**config.mk**
```make
export PLATFORM = sky130hd
export DESIGN_NAME = sgs_global_regs
export DESIGN_NICKNAME = d
export VERILOG_FILES = /design/src/rtl/sgs_pkg.sv /design/src/rtl/sgs_global_regs.sv
export SDC_FILE = /design/constraint.sdc
export NUM_CORES = 1
export LEC_CHECK = 0
export ABC_AREA = 1
export ABC_CLOCK_PERIOD_IN_PS = 1600
export BUFFER_PORTS_ARGS = -buffer_cell sky130_fd_sc_hd__buf_2
export CAP_MARGIN = 20
export CORE_ASPECT_RATIO = 1.75
export CORE_MARGIN = 5
export CORE_UTILIZATION = 33
export CTS_BUF_LIST = sky130_fd_sc_hd__clkbuf_8 sky130_fd_sc_hd__clkbuf_16
export DETAILED_ROUTE_END_ITERATION = 16
export PLACE_DENSITY = 0.61
export SLEW_MARGIN = 25
export SYNTH_ARGS = -nofsm -noshare
export SYNTH_HDL_FRONTEND = slang
export SYNTH_SLANG_ARGS = --single-unit
```
**constraint.sdc**
```tcl
create_clock -name clk_sys -period 1.6 [get_ports clk_sys]
set_clock_uncertainty 0.1 [all_clocks]
set_input_delay 0.32 -clock clk_sys [delete_from_list [all_inputs] [get_ports clk_sys]]
set_output_delay 0.32 -clock clk_sys [all_outputs]
set_load 0.02 [all_outputs]
```
**src/rtl/sgs_pkg.sv**
```systemverilog
`default_nettype none
package sgs_pkg;
  // register offsets
  localparam logic [7:0] ADDR_FAMILY = 8'h00;
  localparam logic [7:0] ADDR_IDENT  = 8'h01;
  localparam logic [7:0] ADDR_GCTL0  = 8'h02;
  // field positions inside the 8-bit registers
  localparam int START_BIT   = 0;
  localparam int REV_LSB     = 1;
  localparam int ID_LSB      = 4;
  localparam int FPURGE_BIT  = 4;
  localparam int LPURGE_BIT  = 5;
  localparam int BACKOFF_BIT = 7;
  // global control 0 constant part: bit 6 reads 0, bits 3 and 2 read 1
  localparam logic [7:0] GCTL0_RSV_VAL = 8'h0C;
  localparam logic [7:0] READ_ZERO     = 8'h00;
  // serial management frame layout
  localparam logic [5:0] PREAMBLE_ONES = 6'h20;
  localparam logic [4:0] HDR_LAST      = 5'h0B;
  localparam logic [4:0] TA_LAST       = 5'h01;
  localparam logic [4:0] DATA_LAST     = 5'h0F;
  localparam logic [1:0] OP_READ       = 2'h2;
  localparam logic [1:0] OP_WRITE      = 2'h1;
  localparam logic [1:0] PHY_SEL       = 2'h3;
  // strap settling after reset release, in clocks
  localparam logic [1:0] STRAP_SETTLE  = 2'h3;
  // start-up mode from the two straps
  typedef enum logic [1:0] {MODE_AUTO, MODE_HOST_A, MODE_HOST_B, MODE_FACTORY} sgs_mode_e;
  // serial management frame receiver
  typedef enum logic [2:0] {SMI_PRE, SMI_ST, SMI_HDR, SMI_TA, SMI_DAT} sgs_smi_e;
  // power-on start sequencer
  typedef enum logic [2:0] {BOOT_STRAP, BOOT_ROM0, BOOT_ROM1, BOOT_ROM2, BOOT_DONE} sgs_boot_e;
endpackage
`default_nettype wire

```
**src/rtl/sgs_global_regs.sv**
```systemverilog
// Behaviour
// - host strap modes: start on start-bit write
// - host strap modes never start on own
// - writing start bit 0 halts switching
// - straps low: read EEPROM, then auto-start
// - no EEPROM answer: keep register defaults
// - EEPROM loads only if both ID checks pass
// - control 0 bit 7 selects alternate back-off
// - bit 5 starts learned purge, self-clears
// - learned purge hits learning-disabled ports only
// - bit 4 starts fixed purge, self-clears
// - fixed purge: single unicast port, learning off
// - 8-bit data, upper read zero, ignored
`timescale 1ns/100ps
`default_nettype none
module sgs_global_regs #(
  parameter logic [7:0] FAMILY_CODE   = 8'hA5, // arbitrary value
  parameter logic [3:0] CHIP_ID       = 4'h6,  // arbitrary value
  parameter logic [2:0] SILICON_REV   = 3'h1,  // arbitrary value
  parameter logic [3:0] ROM_ID_EXPECT = 4'h3   // arbitrary value
)(
  input  wire logic       clk_sys,
  input  wire logic       rst_n,
  input  wire logic       mode_strap_high,
  input  wire logic       mode_strap_low,
  input  wire logic       smiClk,
  input  wire logic       smiDataIn,
  output logic            smiDataOut,
  output logic            smiDataOe,
  output logic            romRdReq,
  output logic [7:0]      romAddr,
  input  wire logic [7:0] romRdData,
  input  wire logic       romRdDone,
  input  wire logic       romNoAck,
  input  wire logic [4:0] portLearnOff,
  input  wire logic       learnedPurgeDone,
  input  wire logic       fixedPurgeDone,
  output logic            learnedPurgeStart,
  output logic            fixedPurgeStart,
  output logic [4:0]      purgePortMask,
  output logic            switchEnable,
  output logic            backoffAltEnable
);

  // control and status state
  logic             startBit_q;     // start bit, drives switchEnable
  logic             backoff_q;      // alternate back-off select
  logic             lPurge_q;       // learned purge in progress
  logic             fPurge_q;       // fixed purge in progress
  logic             lPulse_q;       // learned purge kick
  logic             fPulse_q;       // fixed purge kick
  logic [4:0]       mask_q;         // learning-disabled ports at kick
  // register write strobe from the serial port
  logic             wrStb_q;
  logic [7:0]       wrAddr_q;
  logic [7:0]       wrData_q;
  // start sequencer
  sgs_pkg::sgs_boot_e bootState_q;
  logic [1:0]       settleCnt_q;
  logic             bootStart_q;    // one-cycle auto-start request
  logic             romLoad_q;      // one-cycle image load request
  logic [7:0]       romLoadData_q;
  logic             romRdReq_q;
  logic [7:0]       romAddr_q;
  // pin synchronisers, three stages each
  logic [2:0]       strapHiS_q;
  logic [2:0]       strapLoS_q;
  logic [2:0]       mdcS_q;
  logic [2:0]       mdioS_q;
  logic             mdcLvl_q;       // agreed clock level
  logic             mdcRise;        // agreed rising edge
  // serial frame receiver
  sgs_pkg::sgs_smi_e smiState_q;
  logic [5:0]       preCnt_q;
  logic [4:0]       bitCnt_q;
  logic [10:0]      hdr_q;
  logic [14:0]      wrShift_q;
  logic [15:0]      rdShift_q;
  logic [7:0]       frameAddr_q;
  logic             isRd_q;
  logic             isWr_q;
  logic             mdioOut_q;
  logic             mdioOe_q;
  // kick conditions for the two purges
  logic             lKick;
  logic             fKick;

  // strap pair to start-up mode
  function automatic sgs_pkg::sgs_mode_e strapMode(input logic hi, input logic lo);
    case ({hi, lo})
      2'h0:    strapMode = sgs_pkg::MODE_AUTO;
      2'h1:    strapMode = sgs_pkg::MODE_HOST_A;
      2'h2:    strapMode = sgs_pkg::MODE_HOST_B;
      default: strapMode = sgs_pkg::MODE_FACTORY;
    endcase
  endfunction

  // read value of one register; unmapped offsets read zero
  function automatic logic [7:0] regRead(input logic [7:0] addr);
    logic [7:0] v;
    v = sgs_pkg::READ_ZERO;
    case (addr)
      sgs_pkg::ADDR_FAMILY: v = FAMILY_CODE;
      sgs_pkg::ADDR_IDENT:
      begin
        v[sgs_pkg::ID_LSB +: 4]  = CHIP_ID;
        v[sgs_pkg::REV_LSB +: 3] = SILICON_REV;
        v[sgs_pkg::START_BIT]    = startBit_q;
      end
      sgs_pkg::ADDR_GCTL0:
      begin
        v = sgs_pkg::GCTL0_RSV_VAL;
        v[sgs_pkg::BACKOFF_BIT] = backoff_q;
        v[sgs_pkg::LPURGE_BIT]  = lPurge_q;
        v[sgs_pkg::FPURGE_BIT]  = fPurge_q;
      end
      default: v = sgs_pkg::READ_ZERO;
    endcase
    regRead = v;
  endfunction

  // pin synchronisers; only stages two and three are ever compared
  always_ff @(posedge clk_sys)
  begin
    strapHiS_q <= {strapHiS_q[1:0], mode_strap_high};
    strapLoS_q <= {strapLoS_q[1:0], mode_strap_low};
    mdcS_q     <= {mdcS_q[1:0], smiClk};
    mdioS_q    <= {mdioS_q[1:0], smiDataIn};
  end

  // management clock level follows only once stages two and three agree
  always_ff @(posedge clk_sys)
  begin
    if (!rst_n)
      mdcLvl_q <= 1'b1; // idle-high clock must not look like a rising edge after reset
    else if (mdcS_q[1] == mdcS_q[2])
      mdcLvl_q <= mdcS_q[2];
  end

  assign mdcRise = (mdcS_q[1] == mdcS_q[2]) && mdcS_q[2] && !mdcLvl_q;

  // start sequencer: straps decide between host start and auto start
  always_ff @(posedge clk_sys)
  begin
    if (!rst_n)
    begin
      bootState_q   <= sgs_pkg::BOOT_STRAP;
      settleCnt_q   <= 2'h0;
      bootStart_q   <= 1'b0;
      romLoad_q     <= 1'b0;
      romLoadData_q <= 8'h00;
      romRdReq_q    <= 1'b0;
      romAddr_q     <= 8'h00;
    end
    else
    begin
      bootStart_q <= 1'b0;
      romLoad_q   <= 1'b0;
      case (bootState_q)
        sgs_pkg::BOOT_STRAP:
        // straps are caught after release, once the synchroniser has filled
        begin
          if (settleCnt_q != sgs_pkg::STRAP_SETTLE)
            settleCnt_q <= settleCnt_q + 2'h1;
          else if (strapHiS_q[1] == strapHiS_q[2] && strapLoS_q[1] == strapLoS_q[2])
          begin
            if (strapMode(strapHiS_q[2], strapLoS_q[2]) == sgs_pkg::MODE_AUTO)
            begin
              bootState_q <= sgs_pkg::BOOT_ROM0;
              romRdReq_q  <= 1'b1;
              romAddr_q   <= sgs_pkg::ADDR_FAMILY;
            end
            else
              bootState_q <= sgs_pkg::BOOT_DONE;
          end
        end
        sgs_pkg::BOOT_ROM0:
        // family byte of the image must match our own
        begin
          if (romNoAck)
          begin
            romRdReq_q  <= 1'b0;
            bootStart_q <= 1'b1;
            bootState_q <= sgs_pkg::BOOT_DONE;
          end
          else if (romRdDone && romRdData == FAMILY_CODE)
          begin
            romAddr_q   <= sgs_pkg::ADDR_IDENT;
            bootState_q <= sgs_pkg::BOOT_ROM1;
          end
          else if (romRdDone)
          begin
            romRdReq_q  <= 1'b0;
            bootStart_q <= 1'b1;
            bootState_q <= sgs_pkg::BOOT_DONE;
          end
        end
        sgs_pkg::BOOT_ROM1:
        // upper nibble of the image identity byte
        begin
          if (romNoAck)
          begin
            romRdReq_q  <= 1'b0;
            bootStart_q <= 1'b1;
            bootState_q <= sgs_pkg::BOOT_DONE;
          end
          else if (romRdDone && romRdData[sgs_pkg::ID_LSB +: 4] == ROM_ID_EXPECT)
          begin
            romAddr_q   <= sgs_pkg::ADDR_GCTL0;
            bootState_q <= sgs_pkg::BOOT_ROM2;
          end
          else if (romRdDone)
          begin
            romRdReq_q  <= 1'b0;
            bootStart_q <= 1'b1;
            bootState_q <= sgs_pkg::BOOT_DONE;
          end
        end
        sgs_pkg::BOOT_ROM2:
        // only this block's writable control byte is taken from the image
        begin
          if (romNoAck || romRdDone)
          begin
            romRdReq_q    <= 1'b0;
            romLoad_q     <= romRdDone;
            romLoadData_q <= romRdData;
            bootStart_q   <= 1'b1;
            bootState_q   <= sgs_pkg::BOOT_DONE;
          end
        end
        sgs_pkg::BOOT_DONE:
          romRdReq_q <= 1'b0;
        default:
          bootState_q <= sgs_pkg::BOOT_DONE;
      endcase
    end
  end

  // serial management frame receiver and read answer
  always_ff @(posedge clk_sys)
  begin
    if (!rst_n)
    begin
      smiState_q  <= sgs_pkg::SMI_PRE;
      preCnt_q    <= 6'h00;
      bitCnt_q    <= 5'h00;
      hdr_q       <= 11'h000;
      wrShift_q   <= 15'h0000;
      rdShift_q   <= 16'h0000;
      frameAddr_q <= 8'h00;
      isRd_q      <= 1'b0;
      isWr_q      <= 1'b0;
      mdioOut_q   <= 1'b0;
      mdioOe_q    <= 1'b0;
      wrStb_q     <= 1'b0;
      wrAddr_q    <= 8'h00;
      wrData_q    <= 8'h00;
    end
    else
    begin
      wrStb_q <= 1'b0;
      if (mdcRise)
      begin
        case (smiState_q)
          sgs_pkg::SMI_PRE:
          // count ones; a zero after enough ones is the first start bit
          begin
            if (mdioS_q[2])
            begin
              if (preCnt_q != sgs_pkg::PREAMBLE_ONES)
                preCnt_q <= preCnt_q + 6'h01;
            end
            else if (preCnt_q == sgs_pkg::PREAMBLE_ONES)
              smiState_q <= sgs_pkg::SMI_ST;
            else
              preCnt_q <= 6'h00;
          end
          sgs_pkg::SMI_ST:
          begin
            preCnt_q <= 6'h00;
            bitCnt_q <= 5'h00;
            smiState_q <= mdioS_q[2] ? sgs_pkg::SMI_HDR : sgs_pkg::SMI_PRE;
          end
          sgs_pkg::SMI_HDR:
          // opcode, five address bits, five register bits
          begin
            hdr_q    <= {hdr_q[9:0], mdioS_q[2]};
            bitCnt_q <= bitCnt_q + 5'h01;
            if (bitCnt_q == sgs_pkg::HDR_LAST)
            begin
              // phy bits two and one sit at hdr_q[6:5] once the last register bit arrives
              isRd_q <= hdr_q[10:9] == sgs_pkg::OP_READ && hdr_q[6:5] == sgs_pkg::PHY_SEL;
              isWr_q <= hdr_q[10:9] == sgs_pkg::OP_WRITE && hdr_q[6:5] == sgs_pkg::PHY_SEL;
              frameAddr_q <= {hdr_q[8:7], hdr_q[4], hdr_q[3:0], mdioS_q[2]};
              rdShift_q   <= {sgs_pkg::READ_ZERO,
                              regRead({hdr_q[8:7], hdr_q[4], hdr_q[3:0], mdioS_q[2]})};
              bitCnt_q    <= 5'h00;
              smiState_q  <= sgs_pkg::SMI_TA;
            end
          end
          sgs_pkg::SMI_TA:
          // first turnaround bit left to the host, second driven low on a read
          begin
            bitCnt_q <= bitCnt_q + 5'h01;
            if (bitCnt_q != sgs_pkg::TA_LAST)
            begin
              mdioOe_q  <= isRd_q;
              mdioOut_q <= 1'b0;
            end
            else
            begin
              mdioOut_q  <= rdShift_q[15];
              rdShift_q  <= {rdShift_q[14:0], 1'b0};
              bitCnt_q   <= 5'h00;
              smiState_q <= sgs_pkg::SMI_DAT;
            end
          end
          sgs_pkg::SMI_DAT:
          // sixteen data bits; the pin is released after the last
          begin
            bitCnt_q  <= bitCnt_q + 5'h01;
            wrShift_q <= {wrShift_q[13:0], mdioS_q[2]};
            mdioOut_q <= rdShift_q[15];
            rdShift_q <= {rdShift_q[14:0], 1'b0};
            if (bitCnt_q == sgs_pkg::DATA_LAST)
            begin
              mdioOe_q   <= 1'b0;
              wrStb_q    <= isWr_q;
              wrAddr_q   <= frameAddr_q;
              wrData_q   <= {wrShift_q[6:0], mdioS_q[2]};
              preCnt_q   <= 6'h00;
              smiState_q <= sgs_pkg::SMI_PRE;
            end
          end
          default:
            smiState_q <= sgs_pkg::SMI_PRE;
        endcase
      end
    end
  end

  // start bit: host write wins; auto start only comes from the sequencer
  always_ff @(posedge clk_sys)
  begin
    if (!rst_n)
      startBit_q <= 1'b0;
    else if (wrStb_q && wrAddr_q == sgs_pkg::ADDR_IDENT)
      startBit_q <= wrData_q[sgs_pkg::START_BIT];
    else if (bootStart_q)
      startBit_q <= 1'b1;
  end

  // back-off select, from host or from a checked image
  always_ff @(posedge clk_sys)
  begin
    if (!rst_n)
      backoff_q <= 1'b0;
    else if (wrStb_q && wrAddr_q == sgs_pkg::ADDR_GCTL0)
      backoff_q <= wrData_q[sgs_pkg::BACKOFF_BIT];
    else if (romLoad_q)
      backoff_q <= romLoadData_q[sgs_pkg::BACKOFF_BIT];
  end

  // a kick while a purge already runs is folded into that purge
  assign lKick = wrStb_q && wrAddr_q == sgs_pkg::ADDR_GCTL0 && wrData_q[sgs_pkg::LPURGE_BIT];
  assign fKick = wrStb_q && wrAddr_q == sgs_pkg::ADDR_GCTL0 && wrData_q[sgs_pkg::FPURGE_BIT];

  // purge flags: set wins over the engine's done in the same cycle
  always_ff @(posedge clk_sys)
  begin
    if (!rst_n)
    begin
      lPurge_q <= 1'b0;
      fPurge_q <= 1'b0;
      lPulse_q <= 1'b0;
      fPulse_q <= 1'b0;
    end
    else
    begin
      lPurge_q <= lKick || (lPurge_q && !learnedPurgeDone);
      fPurge_q <= fKick || (fPurge_q && !fixedPurgeDone);
      lPulse_q <= lKick && !lPurge_q;
      fPulse_q <= fKick && !fPurge_q;
    end
  end

  // ports whose learning is off at the kick; the table engine purges only these
  always_ff @(posedge clk_sys)
  begin
    if (!rst_n)
      mask_q <= 5'h00;
    else if ((lKick && !lPurge_q) || (fKick && !fPurge_q))
      mask_q <= portLearnOff;
  end

  assign smiDataOut        = mdioOut_q;
  assign smiDataOe         = mdioOe_q;
  assign romRdReq          = romRdReq_q;
  assign romAddr           = romAddr_q;
  assign learnedPurgeStart = lPulse_q;
  assign fixedPurgeStart   = fPulse_q;
  assign purgePortMask     = mask_q;
  assign switchEnable      = startBit_q;
  assign backoffAltEnable  = backoff_q;

endmodule
`default_nettype wire

```
# == After elaboration in Yosys (flattened, before gate mapping) ==
# Cells that the tools add are included.
# totals
wordCells,205
romBits,0
out_inout_bits,20
latchBits,0
ff_bits,125
n_memories,0
mem_bits_rw,0
input_bits,23
# classes
shift,0
add_sub_neg,3
div_mod_pow,0
bitwise,1
reduce_logical,54
multipliers,0
n_mux,68
order_cmp,0
n_eq_ne,46
# op_table
op,count
two-way mux 8 bit,7
one-hot mux 16 bit (3 select lines),1
one-hot mux 8 bit (3 select lines),2
two-way mux 3 bit,14
two-way mux 16 bit,2
inequality test 2 bit (second input constant),15
one-hot mux 3 bit (5 select lines),2
two-way mux 6 bit,4
two-way mux 1 bit,22
one-hot mux 5 bit (4 select lines),1
one-hot mux 6 bit (3 select lines),1
equality test 8 x 1 -> 1 bit (second input constant),2
equality test 8 x 2 -> 1 bit (second input constant),2
AND reduction 4 bit,4
logical AND 1 bit,15
equality test 3 x 2 -> 1 bit (second input constant),4
inequality test 3 bit (second input constant),4
AND reduction 2 bit,6
equality test 5 x 4 -> 1 bit (second input constant),2
two-way mux 2 bit,5
two-way mux 5 bit,2
AND reduction 3 bit,3
nonzero test 3 bit,3
equality test 8 bit (second input constant),1
29 further kinds,48

# == Logic depth before layout (Yosys ltp) ==
# logic_depth
depth_word,11
mapped_depth,12
depth_no_buf,12

# == Worst setup path before layout ==
# OpenSTA, ideal clock, no wires.
# synth_timing
path_type,reg-to-reg
from,reg bitCnt_q[0]
to,reg smiState_q[0]
setup_slack_ns,-0.086
period_less_slack_ns,1.686
path_stages_with_launch,13
t_arrival_ns,1.470
t_required_ns,1.384
setup_ns,0.116
path_buffers,0
path_cell_list,dfxtp_1 -> ha_1 -> and3_1 -> ha_1 -> inv_1 -> nand2_1 -> nand2_1 -> inv_1 -> nand2_1 -> nor2_2 -> inv_1 -> nor2_1 -> nor2_1
# synth_between
elab_chain_cells,3
word_cells_on_any_way,7
classes_between,6 x eq/ne; 1 x reduce/logical
# synth_rtl
element,line,text
"start, declared",sgs_global_regs.sv:75,logic [4:0] bitCnt_q;
"start signal, assigned",sgs_global_regs.sv:288,bitCnt_q <= bitCnt_q + 5'h01;
"start signal, assigned",sgs_global_regs.sv:304,bitCnt_q <= bitCnt_q + 5'h01;
"start signal, assigned",sgs_global_regs.sv:321,bitCnt_q <= bitCnt_q + 5'h01;
"equality test 5 x 4 -> 1 bit, or another cell as far along",sgs_global_regs.sv:325,if (bitCnt_q == sgs_pkg::DATA_LAST)
inequality test 2 bit (no source line),--,
AND reduction 6 bit (no source line) (*),--,
"end signal, assigned",sgs_global_regs.sv:315,smiState_q <= sgs_pkg::SMI_DAT;
"end signal, assigned",sgs_global_regs.sv:332,smiState_q <= sgs_pkg::SMI_PRE;
"end signal, assigned",sgs_global_regs.sv:336,smiState_q <= sgs_pkg::SMI_PRE;
"end, declared",sgs_global_regs.sv:73,sgs_pkg::sgs_smi_e smiState_q;
# Mark *: on every way between the ends. The rest lies on a longest branch, timed or not.
# A chain may end at the register's enable or synchronous reset.

# == Final worst setup path ==
# layout_timing
from,reg mdcS_q[1]
to,reg wrShift_q[5]
# layout_between
elab_chain_cells,4
# layout_rtl
element,line,text
"start, declared",sgs_global_regs.sv:68,logic [2:0] mdcS_q;
"start signal, assigned",sgs_global_regs.sv:127,"mdcS_q <= {mdcS_q[1:0], smiClk};"
equality test 1 bit,sgs_global_regs.sv:140,assign mdcRise = (mdcS_q[1] == mdcS_q[2]) && mdcS_q[2] && !mdcLvl_q;
logical AND 1 bit (2 in a row),sgs_global_regs.sv:140,
AND reduction 2 bit (no source line),--,
"end signal, assigned",sgs_global_regs.sv:322,"wrShift_q <= {wrShift_q[13:0], mdioS_q[2]};"
"end, declared",sgs_global_regs.sv:77,logic [14:0] wrShift_q;
# Every way passes these cells.

==> flow_summary.rst <==
.. list-table::
   :header-rows: 1

   * - Metric
     - Value
   * - End of the worst register-to-register path
     - wrShift_q[5]
   * - Initial antenna violation count
     - 0
   * - Global-route usage over all layers
     - 0.131
   * - CP max FO
     - 7
   * - Post-detail-place hpwl
     - 7.56 mm
   * - Routed len/inst
     - 12.3 um
   * - Static leakage
     - about 0.0026 uW
   * - Worst-case vdd ir drop
     - between 0.5 and 0.6 mV
   * - Count of buffering cells on the critical path with inverters included
     - 4
   * - Number of enable-type register cells in the synthesized netlist
     - 0
   * - Number of remaining DRC errors
     - 0
   * - Die Y
     - 169 um
   * - Max-slew violation total from the final report
     - 0
   * - TritonCTS clock tree
     - done
   * - Fraction of final layout cells sized beyond drive strength 1
     - 0.280
   * - Synth Warn #
     - 0
   * - Min Hold Slack
     - 137 ps
   * - Minimum period implied by the final worst setup slack
     - ~1600 ps
   * - Number of placement rows
     - 58
   * - Area grow syn2layout
     - 29.3%
   * - Overall Power
     - around 5500 uW
   * - Post-synth ARST share
     - 0
   * - Fraction of power consumed by sequential logic
     - 0.510
   * - Wire length of the first global-routing pass
     - 18.1 mm
   * - Achievable frequency
     - 616 MHz
   * - Via count of the first global-routing pass
     - 4016
   * - Number of routed nets with antenna violations
     - 0
   * - Power per Cell Area
     - between 800 and 900 nW/um2
   * - Routed vias/inst
     - 4.71
   * - CORE AREA
     - 14300 um2
   * - Slowest library cell on the worst path
     - sky130_fd_sc_hd__dfxtp_2
   * - Endpoint kind of the worst setup timing path
     - flip-flop
   * - Power dissipated by switching net loads
     - 1400 uW
   * - Relative contribution of combinational cells to total power
     - 0.107
   * - Worst reg2reg startpoint
     - mdcS_q[1]
   * - Avg Synthesized Cell Area
     - about 7.4 um2
   * - Die area
     - about 17000 um2
   * - Final clock period utilization by the worst path
     - 1.01
   * - Detailed-routing iteration count for the pre-antenna-repair pass
     - 5
   * - Internal reg-to-reg setup slack
     - -20 ps
   * - Clk pin slew, worst setup/hold paths
     - ~70 ps
   * - Initial DRC count
     - 184
   * - Count of nets after finishing
     - 757
   * - Hold Crit Depth
     - 3
   * - Clk Latency, worst-skew pair
     - 350 ps
   * - Seq cells post-synth
     - 108
   * - H-Tree Level Count
     - 3
   * - Hold/Removal Path Class
     - in -> reg
   * - Maximum clock insertion buffer count
     - 2
   * - Most used standard cell by instance count after synthesis
     - sky130_fd_sc_hd__dfxtp_1
   * - Utilization after layout
     - 0.431
   * - Net switching share of the total power
     - 0.255
   * - Req. time, crit path
     - 1740 ps
   * - Worst Hold Endpoint
     - lPurge_q
   * - Clk pwr share
     - 0.383
   * - Total gr overflow
     - 0
   * - Beginning of the critical path
     - mdcS_q[1]
   * - WL final
     - 11.2 mm
   * - Number of failing hold endpoints at the final stage
     - 0
   * - Number of clock buffers inserted by TritonCTS
     - 9
   * - CP startpoint kind
     - flip-flop
   * - Starting density of the core
     - 0.334
   * - Max capacitance violation total
     - 0
   * - Dominant register cell in the synthesized netlist
     - sky130_fd_sc_hd__dfxtp_1
   * - Number of different library cells in the post-synthesis netlist
     - 44
   * - TritonCTS Sinks
     - between 100 and 150
   * - Via count
     - 4296
   * - Number of instances in the synthesized netlist
     - 644
   * - Slowest stage delay, CP
     - 330 ps
   * - Critical hold path startpoint
     - learnedPurgeDone
   * - Signal arrival time at the worst endpoint
     - around 1800 ps
   * - Count of endpoints failing setup in the final report
     - 8
   * - Synthesized area
     - roughly 4800 um2
   * - Internal Dissipation
     - 4070 uW
   * - Cell types with the largest area share after synthesis
     - sky130_fd_sc_hd__dfxtp_1 (45%), sky130_fd_sc_hd__nand2_1 (8.4%), sky130_fd_sc_hd__nor2_1 (8.3%), sky130_fd_sc_hd__a21oi_1 (5.5%), sky130_fd_sc_hd__inv_1 (5.4%)
   * - Input/output buffers
     - 36
   * - Unrepaired setup endpoints after global routing
     - true
   * - Outcome
     - finished with violations
   * - Synth cell count leaders
     - sky130_fd_sc_hd__dfxtp_1 (108), sky130_fd_sc_hd__nand2_1 (107), sky130_fd_sc_hd__nor2_1 (106)
   * - Number of cells on the worst reg-to-reg path
     - 9
   * - Number of placed I/O pins
     - 43
   * - Post-route setup slack
     - -22.4 ps
   * - Category of the critical setup timing path
     - reg -> reg
   * - Pin count of the biggest net entering global routing
     - ~40
   * - Chip Width
     - 101 um
   * - Gpl congestion
     - 0.869
   * - List of cells traversed by the critical path
     - ha_1 > inv_2 > nor2_4 > inv_2 > nor2_4 > buf_6 > clkinvlp_4 > nor2_1 > nor2_1
   * - Area share of the largest cell type after synthesis
     - 0.453
   * - Kind of cell adding the most delay to the critical path
     - simple AND/OR/NAND/NOR gates
   * - Violations in the final reports
     - negative setup slack
   * - Inserted Diodes
     - 0
   * - Filler Cell Count
     - between 1000 and 1500
   * - Post-synthesis cell type with the largest combined area
     - sky130_fd_sc_hd__dfxtp_1
   * - Accumulated negative setup slack
     - -119 ps
   * - Sequential cell area fraction in the yosys report
     - 0.453
   * - Root Buffer Master
     - sky130_fd_sc_hd__clkbuf_16
==> worst register-to-register path, delay by kind of cell, from the launching register on <==
family                   cells  cell delay [ps]
adder cells (fa/ha/maj)      1              150
flip-flops                   1              330
buffers and inverters        4              430
AND/OR/NAND/NOR              4              530
==> layout make-up <==
cell class,count,area [um2],area share
sequential,108,2180,0.353
clock buffer,9,225,0.0365
clock inverter,7,55.1,0.00892
inverter,81,330,0.0535
multi-input combinational,441,2490,0.404
timing repair buffer,86,663,0.108
tap,180,225,0.0365
==> layer usage <==
layer | share of wire | up-vias | routed length (um) | track usage
met4 | 0.038 | 0 | 429 | 0.0516
met5 | 0 | - | 0 | 0
met2 | 0.53 | 86 | 5970 | 0.244
met1 | 0.39 | 1948 | 4420 | 0.142
met3 | 0.038 | 29 | 425 | 0.0243
li1 | - | 2233 | - | -
==> stage by stage <==
stage	instances	setup WS, ps	cell area, um2
5_1_grt	912	-115	6170
4_1_cts	901	-18.6	5810
3_3_place_gp	874	-65.2	5400
2_1_floorplan	649	3.02	4820
6_report	912	-22.4	6170
3_5_place_dp	874	-85.2	5400
==> registers in the layout (all words and copies together) (netlist names), 2 cells and up <==
register	cells
bootState_q	3
rdShift_q	16
strapLoS_q	3
purgePortMask	5
settleCnt_q	2
romAddr	2
mdcS_q	3
hdr_q	11
mdioS_q	3
smiState_q	3
frameAddr_q	8
wrShift_q	7
wrData_q	4
bitCnt_q	5
strapHiS_q	3
preCnt_q	6
wrAddr_q	8
==> power by group through the flow <==
stage	clock network (uW)	logic (uW)	registers, uW
6_report	2090	585	2790
5_1_grt	2300	668	2800
4_1_cts	2190	561	2790
3_5_place_dp	0	544	2850
3_3_place_gp	0	541	2850
2_1_floorplan	0	352	2860
==> kinds of logic after synthesis <==
logic type | count (synthesis) | share of synthesized area
AOI/OAI and AO/OA | 124 | 0.145
xor gates and xnor gates | 3 | 0.00551
adders and majority gates | 7 | 0.0184
buffers and inverters | 106 | 0.0963
DFF | 108 | 0.453
other | 1 | 0.000786
and+or+nand+nor | 295 | 0.280
==> cell usage in the layout, fill, tap and decap left out, types with 13 or more instances in the layout <==
cell type	count
sky130_fd_sc_hd__a21oi_1	41
sky130_fd_sc_hd__o21ai_1	13
sky130_fd_sc_hd__inv_1	64
sky130_fd_sc_hd__o21ai_0	31
sky130_fd_sc_hd__dfxtp_1	101
sky130_fd_sc_hd__buf_2	36
sky130_fd_sc_hd__nor2_1	97
sky130_fd_sc_hd__nand3_1	32
sky130_fd_sc_hd__buf_4	34
sky130_fd_sc_hd__nand2_1	100
==> what timing repair did <==
item | in CTS | in global routing
setup buffers | 5 | 7
resized for setup | 12 | 85
hold buffers | 4 | 0
endpoints found under the setup margin | 19 | 66
pin swaps | 11 | 29
endpoints found under the hold margin | 4 | 0
gates cloned | 2 | 4
==> worst max-delay path by stage <==
stage / endpoint / slack, ps / cells past startpoint
floorplan: smiState_q[0] / 3 / 12
global placement: smiState_q[0] / -70 / 12
detailed placement: smiState_q[0] / -90 / 12
CTS: rdShift_q[9] / -20 / 9
global route: frameAddr_q[2] / -120 / 9
finish: wrShift_q[5] / -20 / 9
Note: power is estimated with default switching activity, not from simulation.
